==> config.mk <==
export PLATFORM = sky130hd
export DESIGN_NAME = scrx_top
export DESIGN_NICKNAME = d
export VERILOG_FILES = /design/src/scrx_pkg.sv /design/src/scrx_stream_if.sv /design/src/scrx_top.sv /design/src/scrx_sync.sv /design/src/scrx_buf2.sv
export SDC_FILE = /design/constraint.sdc
export NUM_CORES = 1
export LEC_CHECK = 0
export BUFFER_PORTS_ARGS = -buffer_cell sky130_fd_sc_hd__buf_2
export CAP_MARGIN = 25
export CORE_ASPECT_RATIO = 1.2
export CORE_MARGIN = 1
export CORE_UTILIZATION = 47
export DETAILED_ROUTE_END_ITERATION = 6
export PLACE_DENSITY = 0.74
export SYNTH_ARGS = -nofsm -noshare
export SYNTH_HDL_FRONTEND = slang
export SYNTH_HIERARCHICAL = 1
export SYNTH_SLANG_ARGS = --single-unit
==> constraint.sdc <==
create_clock -name clk -period 15.34 [get_ports clk]
set_input_delay 0.767 -clock clk [delete_from_list [all_inputs] [get_ports clk]]
set_output_delay 0.767 -clock clk [all_outputs]
set_load 0.03 [all_outputs]
==> src/scrx_pkg.sv <==
package scrx_pkg;
   localparam int CHANNELS = 2;
   localparam int CHAN_A = 0;
   localparam int CHAN_B = 1;
   localparam int WORD_W = 10;
   // pointer indices
   localparam logic [2:0] PTR_STATUS = 3'h0;
   localparam logic [2:0] PTR_INT_CTRL = 3'h1;
   localparam logic [2:0] PTR_VECTOR = 3'h2;
   localparam logic [2:0] PTR_RX_CTRL = 3'h3;
   localparam logic [2:0] PTR_FORMAT = 3'h4;
   localparam logic [2:0] PTR_TX_CTRL = 3'h5;
   localparam logic [2:0] PTR_SEC_ADDR = 3'h6;
   localparam logic [2:0] PTR_RX_SYNC = 3'h7;
   localparam logic [7:0] REG_RESET = 8'h00;
   // receiver_control fields
   localparam int RXC_ENABLE = 0;
   localparam int RXC_STRIP = 1;
   localparam int RXC_ADDR_SEARCH = 2;
   localparam int RXC_CRC_EN = 3;
   localparam int RXC_HUNT = 4;
   localparam int RXC_AUTO = 5;
   localparam int RXC_LEN = 6;
   // rx_tx_format_control fields
   localparam int FMT_PAR_EN = 0;
   localparam int FMT_PAR_EVEN = 1;
   localparam int FMT_STOP = 2;
   localparam int FMT_SYNC = 4;
   localparam int FMT_RATE = 6;
   // other control fields
   localparam int IC_STATUS_VEC = 2;
   localparam int IC_RX_MODE = 3;
   localparam int TXC_CRC16 = 2;
   // status_register_zero fields
   localparam int ST_RX_AVAIL = 0;
   localparam int ST_DCD = 3;
   localparam int ST_HUNT = 4;
   localparam int ST_CTS = 5;
   localparam logic [1:0] STOP_SYNC_MODE = 2'h0;
   localparam logic [1:0] SYNC_MONO = 2'h0;
   localparam logic [1:0] SYNC_BI = 2'h1;
   localparam logic [1:0] SYNC_SDLC = 2'h2;
   localparam logic [1:0] SYNC_EXT = 2'h3;
   localparam logic [1:0] RX_MODE_OFF = 2'h0;
   localparam logic [1:0] RX_MODE_NO_PAR = 2'h3;
   localparam logic [7:0] SDLC_FLAG = 8'h7E;
   localparam logic [7:0] GLOBAL_ADDR = 8'hFF;
   localparam logic [15:0] POLY_CRC16 = 16'h8005;
   localparam logic [15:0] POLY_SDLC = 16'h1021;
   localparam logic [15:0] CRC_PRESET_ONES = 16'hFFFF;
   localparam logic [15:0] CRC_PRESET_ZERO = 16'h0000;
   localparam logic [6:0] DIV_X1 = 7'h01;
   localparam logic [6:0] DIV_X16 = 7'h10;
   localparam logic [6:0] DIV_X32 = 7'h20;
   localparam logic [6:0] DIV_X64 = 7'h40;
   localparam logic [3:0] SHIFT_BITS = 4'h9;
   localparam logic [1:0] SRC_TX_EMPTY = 2'h0;
   localparam logic [1:0] SRC_EXT = 2'h1;
   localparam logic [1:0] SRC_RX_AVAIL = 2'h2;
   localparam logic [1:0] SRC_SPECIAL = 2'h3;

   typedef enum logic [1:0] {RX_IDLE, RX_START, RX_DATA, RX_STOP} scrx_state_t;

   typedef struct packed {
      logic frame_err;
      logic parity_err;
      logic [7:0] data;
   } scrx_word_t;

   function automatic logic [6:0] rate_ticks(input logic [1:0] r);
      rate_ticks = (r == 2'h0) ? DIV_X1 : (r == 2'h1) ? DIV_X16 :
                   (r == 2'h2) ? DIV_X32 : DIV_X64;
   endfunction

   function automatic logic [3:0] char_bits(input logic [1:0] l);
      char_bits = (l == 2'h0) ? 4'h5 : (l == 2'h1) ? 4'h7 :
                  (l == 2'h2) ? 4'h6 : 4'h8;
   endfunction
endpackage

==> src/scrx_stream_if.sv <==
`timescale 1ns/1ps
interface scrx_stream_if #(parameter int W = 10);
   logic valid;
   logic ready;
   logic [W-1:0] data;
   modport src (output valid, output data, input ready);
   modport snk (input valid, input data, output ready);
endinterface

==> src/scrx_top.sv <==
`timescale 1ns/1ps
module scrx_top (
   input wire logic clk,
   input wire logic rst,
   input wire logic host_cs,
   input wire logic host_wr,
   input wire logic host_rd,
   input wire logic host_chan_b,
   input wire logic host_ctrl,
   input wire logic [7:0] host_wdata,
   output logic [7:0] host_rdata,
   input wire logic [scrx_pkg::CHANNELS-1:0] rxd,
   input wire logic [scrx_pkg::CHANNELS-1:0] receive_line_clock,
   input wire logic [scrx_pkg::CHANNELS-1:0] dcd_n,
   input wire logic [scrx_pkg::CHANNELS-1:0] cts_n,
   input wire logic [scrx_pkg::CHANNELS-1:0] sync_n,
   input wire logic [scrx_pkg::CHANNELS-1:0] tx_empty,
   input wire logic [scrx_pkg::CHANNELS-1:0] ext_change,
   output logic [scrx_pkg::CHANNELS-1:0] tx_gate,
   output logic [scrx_pkg::CHANNELS-1:0] rx_overrun,
   output logic [scrx_pkg::CHANNELS*16-1:0] rx_crc
);
   import scrx_pkg::*;

   // per-channel register copies; one vector for both channels
   logic [7:0] int_ctrl_q [CHANNELS];
   logic [7:0] rx_ctrl_q [CHANNELS];
   logic [7:0] fmt_q [CHANNELS];
   logic [7:0] tx_ctrl_q [CHANNELS];
   logic [7:0] sec_addr_q [CHANNELS];
   logic [7:0] rx_sync_q [CHANNELS];
   logic [2:0] ptr_q [CHANNELS];
   logic [7:0] vector_q;

   wire ch = host_chan_b;
   wire [2:0] reg_idx = ptr_q[ch];
   wire ctrl_wr = host_cs & host_wr & host_ctrl;
   wire ctrl_rd = host_cs & host_rd & host_ctrl;
   wire data_rd = host_cs & host_rd & ~host_ctrl;
   wire reg_wr = ctrl_wr & (reg_idx != PTR_STATUS);
   wire vector_wr = reg_wr & (reg_idx == PTR_VECTOR) & (ch == 1'(CHAN_B));

   // pointer then access; pointer falls back to zero afterwards
   always_ff @(posedge clk) begin
      if (rst) begin
         for (int i = 0; i < CHANNELS; i++) ptr_q[i] <= PTR_STATUS;
      end else if (ctrl_wr | ctrl_rd) begin
         ptr_q[ch] <= (ctrl_wr & (reg_idx == PTR_STATUS)) ? host_wdata[2:0] : PTR_STATUS;
      end
   end

   always_ff @(posedge clk) begin
      if (rst) begin
         for (int i = 0; i < CHANNELS; i++) begin
            int_ctrl_q[i] <= REG_RESET;
            rx_ctrl_q[i] <= REG_RESET;
            fmt_q[i] <= REG_RESET;
            tx_ctrl_q[i] <= REG_RESET;
            sec_addr_q[i] <= REG_RESET;
            rx_sync_q[i] <= REG_RESET;
         end
      end else if (reg_wr) begin
         if (reg_idx == PTR_INT_CTRL) int_ctrl_q[ch] <= host_wdata;
         if (reg_idx == PTR_RX_CTRL) rx_ctrl_q[ch] <= host_wdata;
         if (reg_idx == PTR_FORMAT) fmt_q[ch] <= host_wdata;
         if (reg_idx == PTR_TX_CTRL) tx_ctrl_q[ch] <= host_wdata;
         if (reg_idx == PTR_SEC_ADDR) sec_addr_q[ch] <= host_wdata;
         if (reg_idx == PTR_RX_SYNC) rx_sync_q[ch] <= host_wdata;
      end
   end

   always_ff @(posedge clk) begin
      if (rst) vector_q <= REG_RESET;
      else if (vector_wr) vector_q <= host_wdata;
   end

   wire [7:0] status_w [CHANNELS];
   wire [WORD_W-1:0] head_w [CHANNELS];
   wire [CHANNELS-1:0] has_src;
   wire [1:0] src_w [CHANNELS];

   function automatic logic [15:0] crc_char(input logic [15:0] seed,
         input logic [8:0] d, input logic [3:0] n, input logic [15:0] poly);
      logic [15:0] c;
      logic fb;
      c = seed;
      for (int i = 0; i < 9; i++) begin
         fb = c[15] ^ d[i];
         if (4'(i) < n) c = {c[14:0], 1'b0} ^ (fb ? poly : 16'h0000);
      end
      crc_char = c;
   endfunction

   for (genvar c = 0; c < CHANNELS; c++) begin : g_ch
      logic s_rxd, s_lclk, s_dcd_n, s_cts_n, s_sync_n;
      scrx_sync #(.W(5)) u_sync (
         .clk(clk),
         .rst(rst),
         .d({sync_n[c], cts_n[c], dcd_n[c], receive_line_clock[c], rxd[c]}),
         .q({s_sync_n, s_cts_n, s_dcd_n, s_lclk, s_rxd})
      );

      scrx_stream_if #(.W(WORD_W)) hold_if ();
      scrx_stream_if #(.W(WORD_W)) head_if ();
      scrx_buf2 #(.W(WORD_W), .DEPTH(2)) u_buf (
         .clk(clk),
         .rst(rst),
         .in(hold_if.snk),
         .out(head_if.src)
      );

      wire [7:0] rc = rx_ctrl_q[c];
      wire [7:0] fm = fmt_q[c];
      wire auto_en = rc[RXC_AUTO];
      wire [1:0] sync_mode = fm[FMT_SYNC +: 2];
      wire is_async = fm[FMT_STOP +: 2] != STOP_SYNC_MODE;
      wire is_sdlc = sync_mode == SYNC_SDLC;
      wire rx_go = rc[RXC_ENABLE] & (~auto_en | ~s_dcd_n);
      wire [3:0] nbits = char_bits(rc[RXC_LEN +: 2]);
      wire [3:0] total = nbits + {3'h0, fm[FMT_PAR_EN]};
      wire [6:0] div = rate_ticks(fm[FMT_RATE +: 2]);
      wire [6:0] half = div >> 1;

      logic lclk_prev_q, hunt_q, leading_q, first_q, discard_q, crc_on_q;
      logic hold_valid_q, overrun_q, tx_gate_q;
      scrx_state_t state_q;
      logic [6:0] tick_q;
      logic [3:0] bit_q;
      logic [8:0] shift_q;
      logic [15:0] win_q;
      logic [15:0] crc_q;
      scrx_word_t hold_q;

      wire tick = s_lclk & ~lclk_prev_q;
      wire [15:0] win_n = {s_rxd, win_q[15:1]};
      wire [8:0] shift_n = {s_rxd, shift_q[8:1]};
      wire [8:0] raw = (is_async ? shift_q : shift_n) >> (SHIFT_BITS - total);
      wire bit_end = tick_q == div - 7'h01;
      wire shift_en = is_async ? tick & rx_go & bit_end & (state_q == RX_DATA) : sync_tick;
      wire sync_tick = tick & rx_go & ~is_async;
      wire sync_hit =
         (sync_mode == SYNC_MONO) ? win_n[15:8] == rx_sync_q[c] :
         (sync_mode == SYNC_BI) ? win_n == {rx_sync_q[c], sec_addr_q[c]} :
         is_sdlc ? win_n[15:8] == SDLC_FLAG : ~s_sync_n;
      wire sdlc_flag = sync_tick & ~hunt_q & is_sdlc & win_n[15:8] == SDLC_FLAG;
      wire sync_done = sync_tick & ~hunt_q & ~sdlc_flag & (bit_q == total - 4'h1);
      // only one stop bit is sampled, whatever the transmit setting
      wire async_done = tick & (state_q == RX_STOP) & bit_end;
      wire done = sync_done | async_done;
      wire hunt_wr = reg_wr & (ch == 1'(c)) & (reg_idx == PTR_RX_CTRL) &
                     host_wdata[RXC_HUNT];
      wire par_err = fm[FMT_PAR_EN] & ((^raw) ^ ~fm[FMT_PAR_EVEN]);
      wire is_lead = ~is_async & rc[RXC_STRIP] & leading_q &
                     raw[7:0] == rx_sync_q[c];
      wire addr_ok = raw[7:0] == sec_addr_q[c] | raw[7:0] == GLOBAL_ADDR;
      wire addr_chk = ~is_async & is_sdlc & rc[RXC_ADDR_SEARCH] & first_q;
      wire drop = is_lead | discard_q | (addr_chk & ~addr_ok);
      wire push = done & ~drop;
      wire [15:0] poly = tx_ctrl_q[c][TXC_CRC16] ? POLY_CRC16 : POLY_SDLC;
      wire [15:0] preset = is_sdlc ? CRC_PRESET_ONES : CRC_PRESET_ZERO;

      // parity bit stays in the byte below eight bits, drops at eight
      wire scrx_word_t word_n = '{frame_err: async_done & ~s_rxd,
                                  parity_err: par_err, data: raw[7:0]};

      assign hold_if.valid = hold_valid_q;
      assign hold_if.data = hold_q;
      assign head_if.ready = data_rd & (ch == 1'(c));
      assign head_w[c] = head_if.data;
      assign tx_gate[c] = tx_gate_q;
      assign rx_overrun[c] = overrun_q;
      assign rx_crc[c*16 +: 16] = crc_q;

      assign status_w[c] = {2'h0, ~s_cts_n, hunt_q, ~s_dcd_n, 2'h0, head_if.valid};

      wire [1:0] rx_mode = int_ctrl_q[c][IC_RX_MODE +: 2];
      wire scrx_word_t head_word = head_if.data;
      wire special = head_if.valid & (head_word.frame_err |
                     (head_word.parity_err & rx_mode != RX_MODE_NO_PAR));
      wire rx_avail = head_if.valid & rx_mode != RX_MODE_OFF;
      assign has_src[c] = special | rx_avail | tx_empty[c] | ext_change[c];
      assign src_w[c] = special ? SRC_SPECIAL : rx_avail ? SRC_RX_AVAIL :
                        tx_empty[c] ? SRC_TX_EMPTY : SRC_EXT;

      always_ff @(posedge clk) begin
         if (rst) begin
            lclk_prev_q <= 1'b0;
            tx_gate_q <= 1'b0;
            win_q <= '0;
            shift_q <= '0;
         end else begin
            lclk_prev_q <= s_lclk;
            tx_gate_q <= ~auto_en | ~s_cts_n;
            if (sync_tick) win_q <= win_n;
            if (shift_en) shift_q <= shift_n;
         end
      end

      // hunt flag: reset and a hunt write both set it, write wins
      always_ff @(posedge clk) begin
         if (rst | hunt_wr) hunt_q <= 1'b1;
         else if (sync_tick & hunt_q & sync_hit) hunt_q <= 1'b0;
      end

      // character assembly counters for both framings
      always_ff @(posedge clk) begin
         if (rst | ~rx_go) begin
            state_q <= RX_IDLE;
            tick_q <= '0;
            bit_q <= '0;
         end else if (~is_async) begin
            state_q <= RX_IDLE;
            if (sync_tick & (hunt_q | sdlc_flag | sync_done)) bit_q <= '0;
            else if (sync_tick) bit_q <= bit_q + 4'h1;
         end else if (tick) begin
            unique case (state_q)
               RX_IDLE: begin
                  tick_q <= '0;
                  bit_q <= '0;
                  // at x1 the detecting tick is already the start bit's centre
                  if (~s_rxd) state_q <= (half == 7'h00) ? RX_DATA : RX_START;
               end
               RX_START: begin
                  tick_q <= tick_q + 7'h01;
                  if (tick_q >= half) begin
                     tick_q <= '0;
                     bit_q <= '0;
                     state_q <= s_rxd ? RX_IDLE : RX_DATA;
                  end
               end
               RX_DATA: begin
                  tick_q <= bit_end ? 7'h00 : tick_q + 7'h01;
                  if (bit_end) begin
                     bit_q <= bit_q + 4'h1;
                     if (bit_q == total - 4'h1) state_q <= RX_STOP;
                  end
               end
               RX_STOP: begin
                  tick_q <= bit_end ? 7'h00 : tick_q + 7'h01;
                  if (bit_end) state_q <= RX_IDLE;
               end
            endcase
         end
      end

      // frame tracking for sync stripping and address search
      always_ff @(posedge clk) begin
         if (rst | hunt_wr | (sync_tick & hunt_q & sync_hit) | sdlc_flag) begin
            leading_q <= 1'b1;
            first_q <= 1'b1;
            discard_q <= 1'b0;
         end else if (done) begin
            if (~is_lead) leading_q <= 1'b0;
            first_q <= 1'b0;
            if (addr_chk & ~addr_ok) discard_q <= 1'b1;
         end
      end

      // CRC over each character moved when enabled, seeded from the preset after enabling
      always_ff @(posedge clk) begin
         if (rst) begin
            crc_q <= '0;
            crc_on_q <= 1'b0;
         end else if (~rc[RXC_CRC_EN]) begin
            crc_on_q <= 1'b0;
         end else if (done) begin
            crc_q <= crc_char(crc_on_q ? crc_q : preset, raw, total, poly);
            crc_on_q <= 1'b1;
         end
      end

      // holding stage ahead of the buffer; a word meeting a full hold while the buffer is full is lost
      always_ff @(posedge clk) begin
         if (rst) begin
            hold_valid_q <= 1'b0;
            hold_q <= '0;
            overrun_q <= 1'b0;
         end else begin
            overrun_q <= push & hold_valid_q & ~hold_if.ready;
            if (push & ~(hold_valid_q & ~hold_if.ready)) begin
               hold_valid_q <= 1'b1;
               hold_q <= word_n;
            end else if (hold_if.ready) begin
               hold_valid_q <= 1'b0;
            end
         end
      end
   end

   // vector read path; status-affects-vector taken from channel B copy
   wire vec_mod = int_ctrl_q[CHAN_B][IC_STATUS_VEC];
   wire src_a = has_src[CHAN_A];
   wire [2:0] vec_code = src_a ? {1'b1, src_w[CHAN_A]} : {1'b0, src_w[CHAN_B]};
   wire use_code = vec_mod & (src_a | has_src[CHAN_B]);
   wire [7:0] vec_out = {vector_q[7:4], use_code ? vec_code : vector_q[3:1],
                         vector_q[0]};
   wire [7:0] ctrl_data = (reg_idx == PTR_STATUS) ? status_w[ch] :
      ((reg_idx == PTR_VECTOR) & (ch == 1'(CHAN_B))) ? vec_out : 8'h00;
   wire scrx_word_t rd_word = head_w[ch];

   always_ff @(posedge clk) begin
      if (rst) host_rdata <= 8'h00;
      else if (ctrl_rd) host_rdata <= ctrl_data;
      else if (data_rd) host_rdata <= rd_word.data;
   end
endmodule

==> src/scrx_sync.sv <==
`timescale 1ns/1ps
module scrx_sync #(
   parameter int W = 1
) (
   input wire logic clk,
   input wire logic rst,
   input wire logic [W-1:0] d,
   output logic [W-1:0] q
);
   logic [W-1:0] meta_q;

   always_ff @(posedge clk) begin
      if (rst) begin
         meta_q <= '0;
         q <= '0;
      end else begin
         meta_q <= d;
         q <= meta_q;
      end
   end
endmodule

==> src/scrx_buf2.sv <==
`timescale 1ns/1ps
module scrx_buf2 #(
   parameter int W = 10,
   parameter int DEPTH = 2
) (
   input wire logic clk,
   input wire logic rst,
   scrx_stream_if.snk in,
   scrx_stream_if.src out
);
   localparam int AW = $clog2(DEPTH);
   localparam logic [AW:0] FULL = DEPTH[AW:0];
   logic [W-1:0] mem_q [DEPTH];
   logic [AW-1:0] wr_q;
   logic [AW-1:0] rd_q;
   logic [AW:0] cnt_q;
   wire push = in.valid & in.ready;
   wire pop = out.valid & out.ready;

   assign in.ready = (cnt_q != FULL);
   assign out.valid = (cnt_q != '0);
   assign out.data = mem_q[rd_q];

   always_ff @(posedge clk) begin
      if (push) begin
         mem_q[wr_q] <= in.data;
      end
   end

   always_ff @(posedge clk) begin
      if (rst) begin
         wr_q <= '0;
         rd_q <= '0;
         cnt_q <= '0;
      end else begin
         if (push) wr_q <= (wr_q == AW'(DEPTH - 1)) ? '0 : wr_q + 1'b1;
         if (pop) rd_q <= (rd_q == AW'(DEPTH - 1)) ? '0 : rd_q + 1'b1;
         cnt_q <= cnt_q + {{AW{1'b0}}, push} - {{AW{1'b0}}, pop};
      end
   end
endmodule

==> impl_results.md, run 1 <==
* Status: complete, but fails checks
* Violated checks: DRC
* Top cells by area, synth: dfxtp_1 18%, edfxtp_1 17%, nor2_1 5.2%, mux2i_1 4.8%, a21oi_1 4.6%
* Routed vias at 19.1k
* Share of the synthesized area in the top cell type at a little under a fifth
* Mux share of post-synthesis cell area at 7.55%
* EDFF count, synth at ~120
* Synth Area in XOR/XNOR at approximately 6.7%
* Die area at about 45,000 µm²
* Hold_buf cts at 0
* Number of post-CTS setup repair buffers at 0
* Synthesis-to-layout area growth at 9.18%
* Clock skew at about 0.024 ns
* Yosys warning total at 6
* Gr ovfl total at 0
* Post-Syn Instances at roughly 2.5k
* Wire length per cell at between 20 and 25 µm
* Hold wc startpoint: rxd[1]
* Worst R2R End: g_ch[1].crc_q[0]
* Critical path startpoint category: register
* Slew @ Worst Pin at 0.990 ns
* Fin. max-slew vios at 0
* Crit Reg-Reg Startpoint: rx_ctrl_q[1][6]
* Async SR Flop Fraction at 0%
* Fillers at approximately 3.9k
* Nets at 2,564
* GP Congestion at slightly below 1
* PD cells at between 100 and 150 nW/µm²
* PostCTS Resize Cnt at 0
* Internal reg-to-reg setup slack at 7.15 ns
* Global-route usage over all layers at between 20% and 30%
* Chip width at about 190 µm
* Simple-Gate Fraction of Synth Area at 23.5%
* H-tree levels at 2
* Req. time, crit path at about 16 ns
* Pint at between 1.5 and 2 mW
* Initial antenna violation count at 3
* Max clock buf depth at 3
* CTS sink cnt at around 310
* Area fraction in compound gates after synthesis at about a fifth
* Initial DRC count at around 1.6k
* DRT Pass-1 Iters at 7
* Most frequent cell after synthesis: nor2_1
* Crit-path max FO at 24
* Sequential area share after synthesis at a little over a third
* Post-synthesis net count at 2,572
* Synth Area in Adders at roughly 2.7%
* Switching part of the total power at roughly a third
* Flops & latches, synth at 305
* Synth Flop Type: dfxtp_1
* Worst Hold Class: input pin to register
* WHS Endpoint: g_ch[1].u_sync/meta_q[0]
* Post-synth top area cell: dfxtp_1
* Period utilization at between 50% and 60%
* Largest net degree at the start of global routing at between 80 and 90
* Fin crit period at ~8.2 ns
* Levels on crit path at 22
* RSZ-0062 raised after global routing: false
* CTS Root Cell: clkbuf_16
* Final hold vios at 0
* Hold path depth at 2
* Relative slew slack at between 30% and 40%
* Setup TNS after final layout at 0 ns
* Die height at between 200 and 250 µm
* FP Rows at a little over 80
* Post-Syn Area per Cell at slightly above 8 µm²
* Worst-path cell chain: inv_1, ha_1, or2_2, ha_1, fa_1, clkinv_1, nand2_1, nor2_1, o21ai_1, nor2_1, o31a_1, or3_1, mux2i_4, mux2_4, o21ai_0, a31oi_1, o21a_1, a2111oi_4, nor4_1, a311o_1, nor4_1, o22ai_1
* Cell variety after synth at roughly 110
* Crit path largest cell delay at ~1 ns
* Via density per instance at between 6 and 7
* CTS clk-pin slew, worst paths at around 0.06 ns
* Sw power at ~0.74 mW
* IO buf count at slightly above 70
* Leak pwr at between 8 and 9 nW
* Max Freq at roughly 120 MHz
* Reg2Reg Depth at 22
* WHS at 0.424 ns
* Drc violations at 5
* Vias in the first global route at around 18k
* CTS tree: built
* First-pass GRT wire length at about 96,000 µm
* Worst EP arrival at 8.58 ns
* Crit end category: register
* Total Routed Length at 61,500 µm
* Worst Path Buf+Inv at 2
* Peak VDD IR at slightly above 0.09 mV
* Total CTS buffers at 35
* Top Family by Delay on Critical Path: compound AO/OA/AOI/OAI gates
* Clock power frac at around 37%
* Initial Utilization at ~48%
* Register share of total power at 37.3%
* Post-DP HPWL at ~44,000 µm
* Max Cap Viol at 0
* Combinational share of power at roughly 25%
* Core area at 43,100 µm²
* Critical path's slowest cell: fa_1
* WS Path Type: register to register
* I/O pin total at between 70 and 80
* Synth Cell Area at between 20,000 and 25,000 µm²
* Setup violators final at 0
* Synth top cells by count: 287 x nor2_1, 242 x nand2_1, 191 x a21oi_1, 190 x dfxtp_1, 135 x o21ai_0
* Worst skew pair latency at 0.56 ns
* Share of cells above drive strength 1 at 11.1%
* Routed Antenna Nets at 0
* Main combinational cell family by area after synthesis: simple AND/OR/NAND/NOR gates
stage by stage:
step / instances / cell area (µm²) / setup slack [ns] / util (%) / total power, mW
detailed placement: 3008 / 21400 / 7.32 / 49.6 / 1.44
CTS: 3072 / 22600 / 7.27 / 52.3 / 2.30
global placement: 3007 / 21400 / 7.60 / 49.6 / 1.43
global route: 3072 / 22600 / 6.52 / 52.3 / 2.40
floorplan: 2501 / 20700 / 8.60 / - / 1.31
finish: 3073 / 22600 / 7.15 / 52.3 / 2.30
worst reg2reg max path: cells and delay by family, from the launching register on:
family / cells / cell delay (ns)
and+or+nand+nor: 7 / 2.18
adders and majority gates: 3 / 1.41
muxes: 2 / 0.59
AOI/OAI and AO/OA: 8 / 2.85
DFF: 1 / 0.45
buffers and inverters: 2 / 0.55
worst max path at each step:
stage | startpoint | endpoint | slack (ns)
floorplan | rx_ctrl_q[1][6] | g_ch[1].crc_q[15] | 8.60
global placement | rx_ctrl_q[1][6] | g_ch[1].crc_q[0] | 7.60
detailed placement | rx_ctrl_q[1][6] | g_ch[1].crc_q[0] | 7.32
CTS | rx_ctrl_q[1][6] | g_ch[1].crc_q[0] | 7.27
global route | rx_ctrl_q[1][6] | g_ch[1].crc_q[0] | 6.52
finish | rx_ctrl_q[1][6] | g_ch[1].crc_q[0] | 7.15
layout make-up:
class                   count  area (µm²)  area share, %
multi-input cells        1985       12600           55.8
inverters                  64         240           1.07
diodes                      1        2.50         0.0111
repair buffers            102         599           2.66
clock buffers              45         955           4.23
flip-flops and latches    305        7260           32.2
clock inverters            19         225          0.999
well taps                 552         691           3.06
cells by family (layout without fill, tap and decap cells):
| kind of cell | count (synthesis) | after routing |
|---|---|---|
| AO/OA/AOI/OAI | 642 | 642 |
| XOR/XNOR | 153 | 153 |
| adder cells (fa/ha/maj) | 42 | 42 |
| buffers and inverters | 211 | 230 |
| flip-flops | 305 | 305 |
| multiplexers | 146 | 146 |
| other | 0 | 1 |
| AND/OR/NAND/NOR | 1002 | 1002 |
per-layer routing:
| layer | track usage [%] | vias up | routed length (µm) |
|---|---|---|---|
| met5 | 0 | - | 24 |
| met4 | 16.7 | 4 | 3700 |
| met3 | 3.81 | 229 | 4020 |
| met2 | 48.7 | 872 | 30600 |
| met1 | 29.6 | 8988 | 23100 |
| li1 | - | 9051 | - |
flip-flops by register name (all words and copies together) (netlist names), 6 cells and up, named ones only:
signal / flops
g_ch.u_buf/mem_q: 40
g_ch.crc_q: 32
g_ch.win_q: 30
g_ch.hold_if.data: 20
g_ch.shift_q: 18
fmt_q: 16
rx_sync_q: 16
sec_addr_q: 16
g_ch.tick_q: 14
rx_ctrl_q: 14
g_ch.u_sync/meta_q: 10
g_ch.u_sync/q: 10
g_ch.bit_q: 8
host_rdata: 8
vector_q: 8
ptr_q: 6
power groups by stage:
stage	clock, mW	combinational, mW	sequential [mW]
floorplan	0	0.441	0.873
global placement	0	0.553	0.876
detailed placement	0	0.566	0.876
CTS	0.875	0.569	0.858
global route	0.905	0.631	0.859
finish	0.860	0.581	0.858
placed cells by master, fill, tap and decap left out, drive strengths merged, types with 43 or more instances in the layout:
| master | n |
|---|---|
| nand2 | 242 |
| o21ai | 150 |
| xor2 | 54 |
| dfxtp | 190 |
| nor2b | 49 |
| edfxtp | 115 |
| mux2 | 43 |
| a211oi | 44 |
| nand3 | 74 |
| nor3 | 99 |
| buf | 102 |
| a21oi | 192 |
| and2 | 64 |
| nor2 | 288 |
| mux2i | 102 |
| inv | 62 |
| xnor2 | 97 |
| clkbuf | 45 |
Note: power is estimated with default switching activity, not from simulation.
==> inputs of run 2 (changes only) <==
Settings changed: PLACE_DENSITY 0.74 to 0.77.
Clock period 15.34 ns to 6.9 ns, I/O delays scaled along.
==> run 2 against run 1 <==
  * The run still ends with DRC left
  * Worst setup slack worse by 7.0 ns
  * Clock-buffer cell count down 2
  * Via count up 3.8%
  * Sequential power up 120%
  * Register-to-register slack worse by 7.0 ns
  * First-iteration DRC count up 14%
  * Largest cell class unchanged
  * Highest routed layer is now met4
==> impl_results.md, run 2 (synthesis gave the netlist of run 1 again) <==
* Period utilization at a little under 100%
* Crit end category: register
* GP Congestion at between 0.9 and 1
* Crit path largest cell delay at approximately 0.53 ns
* Setup WS pre-CTS at -0.0792 ns
* N_diodes at 0
* Worst EP arrival at about 7.3 ns
* Gr ovfl total at 0
* Top Family by Delay on Critical Path: compound AO/OA/AOI/OAI gates
* Worst Path Buf+Inv at 4
* DRT Pass-1 Iters at 7
* Crit-path max FO at 7
* Slew @ Worst Pin at a little over 1 ns
* Max Cap Viol at 0
* Area after DPL at between 20,000 and 25,000 µm²
* FP Rows at 83
* Top flop regs: g_ch.u_buf/mem_q (40), g_ch.crc_q (32), g_ch.win_q (30)
* Placed insts at 3,056
* Fin crit period at between 6 and 7 ns
* Post-DP HPWL at 46,100 µm
* Initial DRC count at roughly 1.9k
* Chip width at around 190 µm
* WHS at 0.00983 ns
* Final hold vios at 0
* Initial Utilization at 47.9%
* Peak VDD IR at approximately 0.19 mV
* Final setup margin at ~0.12 ns
* CTS sink cnt at 305
* CTS clk-pin slew, worst paths at around 0.07 ns
* Status: complete, but fails checks
* Relative slew slack at about 32%
* Post-route insts no fill at about 3.1k
* Max clock buf depth at 3
* Largest net degree at the start of global routing at between 60 and 70
* Die height at around 230 µm
* I/O pin total at 73
* Max Freq at 147 MHz
* WS Path Type: register to register
* Clock skew at between 0.015 and 0.02 ns
* Worst Hold Class: input pin to register
* Critical path startpoint category: register
* PD cells at around 220 nW/µm²
* Setup TNS after final layout at 0 ns
* Synthesis-to-layout area growth at 13.8%
* CTS Root Cell: clkbuf_16
* Setup violators final at 0
* Leak pwr at between 8 and 9 nW
* Req. time, crit path at 7.39 ns
* Fin. max-slew vios at 0
* H-tree levels at 2
* Global-route usage over all layers at 27.7%
* Total Power at ~5.3 mW
* Routed Antenna Nets at 0
* First-pass GRT wire length at between 90,000 and 100,000 µm
* Die area at 44,800 µm²
* Most frequent cells in the layout: 285 x nor2_1, 242 x nand2_1, 191 x a21oi_1
* Most common cell after layout, fill and taps aside: nor2_1
* CTS tree: built
* Nets at between 2k and 3k
* Drc violations at 5
* IO buf count at slightly above 70
* Wire length per cell at around 20 µm
* Via density per instance at ~6.3
* Vias in the first global route at ~19k
* Total CTS buffers at 35
* Share of cells above drive strength 1 at 15.3%
* Max FFs per register at 40
* Total Routed Length at between 60,000 and 70,000 µm
* Finished Cell Area at about 24,000 µm²
* Initial antenna violation count at 0
* Most flop-heavy register: g_ch.u_buf/mem_q
* Critical path's slowest cell: fa_2
* Worst skew pair latency at 0.57 ns
* Finished Core Util at between 50% and 60%
* Violated checks: DRC
* Core area at about 43,000 µm²
* Routed vias at about 20k
[run 2: changes by cell type in the layout (fill, tap and decap cells not counted), sizes merged]
cell / change
clkbuf: -2
diode: -1
buf: +68
inv: -3
clkinvlp: -3
clkinv: +7
dlygate4sd3: +9
bufinv: +1
[run 2: layer usage]
| metal | up-vias | share of wire, % | track usage (%) |
|---|---|---|---|
| met2 | 971 | 50 | 49.7 |
| li1 | 9218 | - | - |
| met4 | 0 | 6.6 | 17.7 |
| met3 | 262 | 6.6 | 3.27 |
| met1 | 9430 | 37 | 31.4 |
| met5 | - | 0 | 0 |
[run 2: final timing paths]
path | from | to | slack (ns) | cells past startpoint
worst min register to register | g_ch[0].u_sync/meta_q[0] | g_ch[0].u_sync/q[0] | 0.43 | 1
worst max-delay path | rx_ctrl_q[1][6] | g_ch[1].crc_q[15] | 0.12 | 26
worst max register to register | rx_ctrl_q[1][6] | g_ch[1].crc_q[15] | 0.12 | 26
worst min-delay path | receive_line_clock[1] | g_ch[1].u_sync/meta_q[1] | 0.01 | 2
[run 2: power breakdown]
part	internal (mW)	leakage [nW]	switching, mW
sequential	1.89	2.68	0.0250
clock	1.15	0.591	0.808
combinational	0.547	5.63	0.872
[run 2: area by class of cell]
cell class	instances	area, µm²
clock buffers	43	947
clock inverters	21	259
fillers	3823	19600
well taps	552	691
flip-flops and latches	305	7260
repair buffers	179	1200
inverters	64	244
multi-input cells	1985	12900
[run 2: what timing repair did]
action                                  in CTS  in global routing
cloned                                       0                  1
endpoints found under the setup margin       3                 17
pin swaps                                    2                 16
setup buffers                                2                 17
hold endpoints to repair                     9                  0
resized for setup                            5                 64
hold buffers                                 9                  0
